## config.mk

```make
export PLATFORM = sky130hd
export DESIGN_NAME = fpt_flash_patch_unit
export DESIGN_NICKNAME = d
export VERILOG_FILES = /design/src/rtl/fpt_pkg.sv /design/src/rtl/fpt_cmp_if.sv /design/src/rtl/fpt_match_bank.sv /design/src/rtl/fpt_flash_patch_unit.sv
export VERILOG_INCLUDE_DIRS = /design/src /design/src/rtl
export SDC_FILE = /design/constraint.sdc
export NUM_CORES = 1
export LEC_CHECK = 0
export BUFFER_PORTS_ARGS = -buffer_cell sky130_fd_sc_hd__buf_2
export CORE_AREA = 5 5 156 158
export DETAILED_ROUTE_END_ITERATION = 10
export DIE_AREA = 0 0 161 163
export PLACE_DENSITY_LB_ADDON = 0.1
export SYNTH_ARGS = -nofsm -noshare
export SYNTH_HDL_FRONTEND = slang
export SYNTH_SLANG_ARGS = --single-unit
```

## constraint.sdc

```tcl
create_clock -name clk -period 2.1 [get_ports clk]
set_input_delay 0.21 -clock clk [delete_from_list [all_inputs] [get_ports clk]]
set_output_delay 0.21 -clock clk [all_outputs]
set_load 0.01 [all_outputs]
```

## src/rtl/fpt_consts.svh

```systemverilog
// Constants for the flash patch unit: counts, address map, remap layout.
// Assumes a 32-bit byte address space with flash starting at address zero.
`ifndef FPT_CONSTS_SVH
`define FPT_CONSTS_SVH

`define FPT_NUM_INST      6
`define FPT_NUM_LIT       2
`define FPT_NUM_CMP       8
`define FPT_IDX_W         3
`define FPT_WORD_AW       30
`define FPT_FLASH_BASE    32'h0000_0000
`define FPT_FLASH_LIMIT   32'h2000_0000
`define FPT_SLOT_SHIFT    2
`define FPT_REMAP_LSB     5
`define FPT_BREAK_INSTR   16'h0000

`endif

```

## src/rtl/fpt_pkg.sv

```systemverilog
// Types shared by the flash patch unit modules.
// Assumes access size is coded as log2 of the byte count.
package fpt_pkg;

    typedef enum logic [1:0] {
        FPT_SZ_BYTE = 2'h0,
        FPT_SZ_HALF = 2'h1,
        FPT_SZ_WORD = 2'h2
    } fpt_size_t;

    typedef logic [31:0] fpt_addr_t;

endpackage : fpt_pkg

```

## src/rtl/fpt_cmp_if.sv

```systemverilog
// Carrier between the flash patch unit and its comparator bank.
// Assumes both ends run on the same clock; the bank is purely combinational.
`timescale 1ns/1ns
interface fpt_cmp_if #(
    parameter int NUM_CMP = 8,
    parameter int WORD_AW = 30
);
    logic                              globalEn;
    logic [NUM_CMP-1:0]                cmpEn;
    logic [NUM_CMP-1:0][WORD_AW-1:0]   cmpWordAddr;
    logic                              reqValid;
    logic                              reqIsFetch;
    logic                              reqAligned;
    logic                              reqInFlash;
    logic [WORD_AW-1:0]                reqWordAddr;
    logic [NUM_CMP-1:0]                hit;

    modport ctrl (
        output globalEn, cmpEn, cmpWordAddr, reqValid, reqIsFetch,
        output reqAligned, reqInFlash, reqWordAddr,
        input  hit
    );
    modport bank (
        input  globalEn, cmpEn, cmpWordAddr, reqValid, reqIsFetch,
        input  reqAligned, reqInFlash, reqWordAddr,
        output hit
    );
endinterface : fpt_cmp_if

```

## src/rtl/fpt_match_bank.sv

```systemverilog
// Comparator bank: one match term per comparator slot.
// Assumes slots below NUM_INST are instruction slots, the rest literal.
`timescale 1ns/1ns
module fpt_match_bank #(
    parameter int NUM_CMP  = 8,
    parameter int NUM_INST = 6
) (
    fpt_cmp_if.bank bus
);

    genvar i;
    generate
        for (i = 0; i < NUM_CMP; i = i + 1) begin : g_slot
            wire addrEq = (bus.cmpWordAddr[i] == bus.reqWordAddr);
            wire armed  = bus.globalEn & bus.cmpEn[i];
            wire common = armed & bus.reqValid & bus.reqInFlash & addrEq;
            if (i < NUM_INST) begin : g_inst
                // Fetch slots see only instruction fetches
                assign bus.hit[i] = common & bus.reqIsFetch;
            end else begin : g_lit
                // Literal slots need a flash load that is naturally aligned
                wire litOk = ~bus.reqIsFetch & bus.reqAligned;
                assign bus.hit[i] = common & litOk;
            end
        end
    endgenerate

endmodule : fpt_match_bank

```

## src/rtl/fpt_flash_patch_unit.sv

```systemverilog
// Flash patch unit: remaps flash fetches and literal loads to RAM,
// or answers instruction fetches with a breakpoint instruction.
// Assumes one access request per cycle from the core's fetch/load paths,
// answered one cycle later; the core forwards the original flash access
// to the bus itself and uses rspRemap to pick which result it keeps.
//
// Operation
// - Two literal comparators redirect matching flash loads to RAM.
// - Six instruction comparators redirect matching flash fetches to RAM.
// - Each instruction comparator may return a breakpoint instead.
// - One global enable plus one enable per comparator, nine in all.
// - Remap address is 32-byte aligned remap base plus matching comparator offset plus byte lane.
// - Original access still runs; remapped result replaces it.
// - Protection lookups always use the original flash address.
// - Unaligned literal loads never remap; original access goes out.
// - Literal comparators match only loads that target flash.
`timescale 1ns/1ns
`include "fpt_consts.svh"
module fpt_flash_patch_unit #(
    parameter int              NUM_INST    = `FPT_NUM_INST,
    parameter int              NUM_LIT     = `FPT_NUM_LIT,
    parameter logic [31:0]     FLASH_BASE  = `FPT_FLASH_BASE,
    parameter logic [31:0]     FLASH_LIMIT = `FPT_FLASH_LIMIT,
    parameter logic [15:0]     BREAK_INSTR = `FPT_BREAK_INSTR
) (
    input  wire logic                                   clk,
    input  wire logic                                   sys_rst,
    input  wire logic                                   globalEnable,
    input  wire logic [NUM_INST+NUM_LIT-1:0]            cmpEnable,
    input  wire logic [NUM_INST+NUM_LIT-1:0][`FPT_WORD_AW-1:0] cmpWordAddr,
    input  wire logic [NUM_INST-1:0]                    cmpBreakMode,
    input  wire logic [31:0]                            remapBase,
    input  wire logic                                   reqValid,
    input  wire logic                                   reqIsFetch,
    input  wire logic [31:0]                            reqAddr,
    input  wire logic [1:0]                             reqSize,
    output logic                                        rspValid,
    output logic                                        rspRemap,
    output logic [31:0]                                 rspAddr,
    output logic                                        rspBreak,
    output logic [15:0]                                 rspBreakInstr,
    output logic [31:0]                                 rspProtAddr,
    output logic [`FPT_IDX_W-1:0]                       rspHitIndex,
    output logic                                        rspIsFetch
);

    // Instruction slots first, literal slots after them
    localparam int NUM_CMP = NUM_INST + NUM_LIT;
    localparam int IDX_W   = `FPT_IDX_W;

    // Natural alignment: address low bits below the access size are zero
    function automatic logic isAligned(input logic [31:0] a,
                                       input logic [1:0]  sz);
        logic ok;
        ok = 1'b1;
        unique case (fpt_pkg::fpt_size_t'(sz))
            fpt_pkg::FPT_SZ_BYTE: ok = 1'b1;
            fpt_pkg::FPT_SZ_HALF: ok = (a[0] == 1'b0);
            fpt_pkg::FPT_SZ_WORD: ok = (a[1:0] == 2'h0);
            default:              ok = 1'b0;
        endcase
        return ok;
    endfunction : isAligned

    // Lowest numbered hit wins when several comparators hold the same word
    function automatic logic [IDX_W-1:0] firstHit(
        input logic [NUM_CMP-1:0] h);
        logic [IDX_W-1:0] idx;
        idx = '0;
        for (int k = NUM_CMP - 1; k >= 0; k = k - 1) begin
            if (h[k]) begin
                idx = IDX_W'(k);
            end
        end
        return idx;
    endfunction : firstHit

    fpt_cmp_if #(
        .NUM_CMP (NUM_CMP),
        .WORD_AW (`FPT_WORD_AW)
    ) cmpBus ();

    fpt_match_bank #(
        .NUM_CMP  (NUM_CMP),
        .NUM_INST (NUM_INST)
    ) u_bank (
        .bus (cmpBus.bank)
    );

    wire                      inFlash;
    wire                      aligned;
    wire [NUM_CMP-1:0]        hitVec;
    wire                      anyHit;
    wire [IDX_W-1:0]          hitIdx;
    wire                      hitIsInst;
    wire                      breakSel;
    wire [31:0]               remapAddr;
    wire [31:0]               slotOffset;

    assign inFlash = (reqAddr >= FLASH_BASE) && (reqAddr < FLASH_LIMIT);
    assign aligned = isAligned(reqAddr, reqSize);

    assign cmpBus.globalEn    = globalEnable;
    assign cmpBus.cmpEn       = cmpEnable;
    assign cmpBus.cmpWordAddr = cmpWordAddr;
    assign cmpBus.reqValid    = reqValid;
    assign cmpBus.reqIsFetch  = reqIsFetch;
    assign cmpBus.reqAligned  = aligned;
    assign cmpBus.reqInFlash  = inFlash;
    assign cmpBus.reqWordAddr = reqAddr[31:`FPT_SLOT_SHIFT];

    assign hitVec    = cmpBus.hit;
    assign anyHit    = |hitVec;
    assign hitIdx    = firstHit(hitVec);
    assign hitIsInst = (32'(hitIdx) < 32'(NUM_INST));

    // Breakpoint mode overrides remap for that instruction slot
    assign breakSel = anyHit & hitIsInst
                    & cmpBreakMode[hitIdx[IDX_W-1:0] % NUM_INST];

    // Remap table is aligned, each slot one word; the byte lane is kept
    assign slotOffset = {{(32-IDX_W-`FPT_SLOT_SHIFT){1'b0}}, hitIdx,
                         {`FPT_SLOT_SHIFT{1'b0}}};
    assign remapAddr  = {remapBase[31:`FPT_REMAP_LSB],
                         {`FPT_REMAP_LSB{1'b0}}}
                      + slotOffset
                      + {30'h0, reqAddr[1:0]};

    // The core has already sent the flash access, so a remap only
    // tells it which of the two results to keep
    wire             rspValid_next      = reqValid;
    wire             rspIsFetch_next    = reqIsFetch;
    wire             rspRemap_next      = anyHit & ~breakSel;
    wire             rspBreak_next      = breakSel;
    // Misses and unaligned literals pass the original address through
    wire [31:0]      rspAddr_next       =
        rspRemap_next ? remapAddr : reqAddr;
    wire [31:0]      rspProtAddr_next   = reqAddr;
    wire [IDX_W-1:0] rspHitIndex_next   = anyHit ? hitIdx : '0;
    wire [15:0]      rspBreakInstr_next = rspBreak_next ? BREAK_INSTR
                                                        : 16'h0000;

    // Response registers; each output is one of these and nothing else
    logic             rspValid_reg;
    logic             rspIsFetch_reg;
    logic             rspRemap_reg;
    logic             rspBreak_reg;
    logic [31:0]      rspAddr_reg;
    logic [31:0]      rspProtAddr_reg;
    logic [IDX_W-1:0] rspHitIndex_reg;
    logic [15:0]      rspBreakInstr_reg;

    always_ff @(posedge clk or posedge sys_rst) begin
        if (sys_rst) begin
            rspValid_reg <= 1'b0;
        end else begin
            rspValid_reg <= rspValid_next;
        end
    end

    always_ff @(posedge clk or posedge sys_rst) begin
        if (sys_rst) begin
            rspIsFetch_reg <= 1'b0;
        end else begin
            rspIsFetch_reg <= rspIsFetch_next;
        end
    end

    always_ff @(posedge clk or posedge sys_rst) begin
        if (sys_rst) begin
            rspRemap_reg <= 1'b0;
        end else begin
            rspRemap_reg <= rspRemap_next;
        end
    end

    always_ff @(posedge clk or posedge sys_rst) begin
        if (sys_rst) begin
            rspBreak_reg <= 1'b0;
        end else begin
            rspBreak_reg <= rspBreak_next;
        end
    end

    always_ff @(posedge clk or posedge sys_rst) begin
        if (sys_rst) begin
            rspAddr_reg <= 32'h0000_0000;
        end else begin
            rspAddr_reg <= rspAddr_next;
        end
    end

    always_ff @(posedge clk or posedge sys_rst) begin
        if (sys_rst) begin
            rspProtAddr_reg <= 32'h0000_0000;
        end else begin
            rspProtAddr_reg <= rspProtAddr_next;
        end
    end

    always_ff @(posedge clk or posedge sys_rst) begin
        if (sys_rst) begin
            rspHitIndex_reg <= '0;
        end else begin
            rspHitIndex_reg <= rspHitIndex_next;
        end
    end

    always_ff @(posedge clk or posedge sys_rst) begin
        if (sys_rst) begin
            rspBreakInstr_reg <= 16'h0000;
        end else begin
            rspBreakInstr_reg <= rspBreakInstr_next;
        end
    end

    // No logic after the flops, so the core sees no decode glitches
    assign rspValid      = rspValid_reg;
    assign rspIsFetch    = rspIsFetch_reg;
    assign rspRemap      = rspRemap_reg;
    assign rspBreak      = rspBreak_reg;
    assign rspAddr       = rspAddr_reg;
    assign rspProtAddr   = rspProtAddr_reg;
    assign rspHitIndex   = rspHitIndex_reg;
    assign rspBreakInstr = rspBreakInstr_reg;

endmodule : fpt_flash_patch_unit

```

==> impl_metrics.csv <==
group,metric,value,unit
run_status,status,"finished, violations left",
run_status,violations,"setup timing",
synth,synthesis.area,6095,um^2
cells_and_area,largest_reg_flops,32,
synth,syn_avg_cell_area,9.553,um^2
clock_tree,clock_sinks,69,
cells_and_area,instances_no_fill,1517,
floorplanning,die_w,161,um
clock_tree,clk_pin_slew,60,ps
place,gp_congestion,0.8760,
setup_path,worstPathRequired,2330,ps
power_and_ir_drop,ir_drop,0.2852,mV
power_and_ir_drop,power_density,444.0,nW/um^2
detailed_routing,vias_per_cell,4.774,
cells_and_area,utilization,49.09,%
cells_and_area,synthToLayoutAreaGrowth,85.12,%
cells_and_area,fillers,2278,
grt,overflow,0,
sta,finalSetupViolCount,32,
place,placedCellCount,1456,
floorplanning,die_h,163,um
cells_and_area,design_area,11280,um^2
grt,grt_max_degree,40,
sta,tightest_slew,621.8,ps
setup_path,slowest_delay,390,ps
place,dp_slack,-1457,ps
setup_path,crit_chain,"buf_2 -> buf_4 -> xor2_1 -> nor4_1 -> nand4_1 -> nor4_2 -> buf_4 -> a211oi_2 -> or3_1 -> a31o_4 -> buf_12 -> o211a_4 -> buf_6 -> a21o_1",
detailed_routing,detail_route.wl_per_cell,24.90,um
setup_path,critPathLaunch,"reqAddr[9]",
floorplanning,fp-row-count,56,
synth,yosysWarnings,0,
run,drv_cap,0,
grt,grt_pass1_vias,7747,
place,dp_hpwl,31.20,mm
sta,drv_slew,0,
clock_tree,tritoncts.num_buffers,9,
setup_path,crit_path_start_kind,"primary input",
setup_path,cpMostUsedCell,"buf_4",
detailed_routing,antenna_left,0,
sta,min_period_over_period,137.1,%
synth,ys_seq_area_share,28.33,%
detailed_routing,dr.pass1.iters,5,
clock_tree,root_buffer,"clkbuf_16",
power_and_ir_drop,report.power.total,5.009,mW
setup_path,critical_path.slowest_cell,"or3_1",
floorplanning,pin_count,412,
sta,relSlewSlack,58.50,%
floorplanning,start_util,26.52,%
clock_tree,htreeDepth,3,
place,port_buffers,390,
setup_path,critical_path_class,"primary input to flip-flop",
setup_path,crit_path_end_kind,"flip-flop",
place,placed_area,9746,um^2
setup_path,arrival,3110,ps
sta,setup_ws,-778.6,ps
detailed_routing,drc,0,
grt,grt_usage,27.62,%
power_and_ir_drop,p_leak,5.324,nW
cells_and_area,ff_latch_area,1727,um^2
detailed_routing,routed_wl,37.78,mm
setup_path,crit_path_max_fanout,6,
clock_tree,clock_path_buffers,2,
synth,synthFlopType,"dfrtp_1",
detailed_routing,routed-via-count,7242,
sta,max_freq,347.4,MHz
floorplanning,dieArea,26240,um^2
cells_and_area,multi_input_area,4661,um^2
sta,finalCriticalPeriod,2879,ps
floorplanning,core_area,22980,um^2
synth,synth-seq-cells,69,
worst_hold_path,hold_class,"primary input to flip-flop",
grt,grt_pass1_wl,51.51,mm
cells_and_area,layout_commonest_cell,"buf_2",
synth,synth_edf_count,0,
detailed_routing,drtIter0Drc,360,
setup_path,crit_end,"rspAddr[29]$_DFF_PP0_",
synth,async_reset_ff_share,100.0,%
cells_and_area,mostFrequentLayoutCells,"buf_2 (367), buf_4 (171), xor2_1 (112)",
sta,hold_viol,0,
cells_and_area,nets,1545,
cells_and_area,final_layout_size_suffix_gt1_share,59.27,%
sta,rsz0062_at_grt,"yes",
synth,synth_cells,638,
clock_tree,cts_tree,"built",
grt,antenna_found_initial,7,
synth,ys_types,49,
worst max-delay path, delay by kind of cell:
family          cells  cell delay (ps)
buf+inv             5              850
simple gates        4             1070
xor+xnor            1              160
compound gates      4              800
cell type report:
class	instances	share of cell area, %
flip-flops and latches	69	15.30
multi-input cells	531	41.31
clock buffers	10	2.029
clock inverters	6	0.6321
repair buffers	605	37.32
diodes	2	0.04436
inverters	4	0.1442
well taps	290	3.216
layer usage:
layer	track usage, %	routed length (um)	share of wire (%)
met2	49.87	18920	50
met1	32.43	15030	40
met5	0	60	0.16
met4	8.996	1228	3.3
met3	6.353	2535	6.7
worst min path at each step:
stage	startpoint	endpoint	slack [ps]	cells past startpoint
floorplan	reqIsFetch	rspIsFetch$_DFF_PP0_	240	0
global placement	sys_rst	rspProtAddr[8]$_DFF_PP0_	290	2
detailed placement	sys_rst	rspProtAddr[8]$_DFF_PP0_	290	2
CTS	reqAddr[0]	rspProtAddr[0]$_DFF_PP0_	2	1
global route	reqAddr[0]	rspProtAddr[0]$_DFF_PP0_	4	1
finish	reqAddr[0]	rspProtAddr[0]$_DFF_PP0_	10	1
logic make-up after synthesis:
| group | after synthesis | synth area share, % |
|---|---|---|
| AND/OR/NAND/NOR | 228 | 22.23 |
| other | 1 | 0.06153 |
| multiplexers | 29 | 6.918 |
| AO/OA/AOI/OAI | 23 | 2.669 |
| XOR/XNOR | 233 | 33.48 |
| flip-flops | 69 | 28.33 |
| buffers and inverters | 55 | 6.302 |
cell usage after synthesis (2+ instances only):
cell	instances	share of area (%)
a21oi_1	6	0.49
nor4_1	60	6.2
nor3_1	3	0.25
inv_1	4	0.25
nor2_1	35	2.2
buf_6	5	0.92
a21o_1	3	0.37
nand4_1	53	5.4
o21ai_0	3	0.25
nor4_2	3	0.62
nor2b_1	4	0.41
nand3b_1	4	0.49
buf_4	25	3.1
or4_1	6	0.74
mux2i_1	2	0.33
xnor2_1	100	14
buf_8	2	0.49
mux2_4	26	6.4
nand3_1	11	0.90
nor4bb_1	2	0.33
xor2_1	133	19
or3_1	2	0.21
nand2_1	23	1.4
and4_1	4	0.57
dfrtp_1	69	28
nand2b_1	7	0.72
nand4b_1	3	0.43
buf_2	19	1.6
through the flow:
stage          TNS (ps)  hold slack, ps
4_1_cts          -22480           1.845
3_5_place_dp     -45220           292.6
5_1_grt          -23840           4.471
6_report         -23460           10.80
2_1_floorplan    -20850           241.4
3_3_place_gp     -46830           286.6
power by group:
part	internal, mW	switching, mW	total, mW
clock	0.929	0.673	1.60
sequential	1.39	0.0153	1.41
combinational	1.02	0.986	2.00
timing repair:
action | CTS | global route
gates cloned | 3 | 0
endpoints found under the setup margin | 32 | 34
pin swaps | 26 | 43
resized for setup | 46 | 120
hold buffers | 2 | 0
buffers inserted | 14 | 24
endpoints found under the hold margin | 31 | 0
Power figures use the tool's default switching activity.
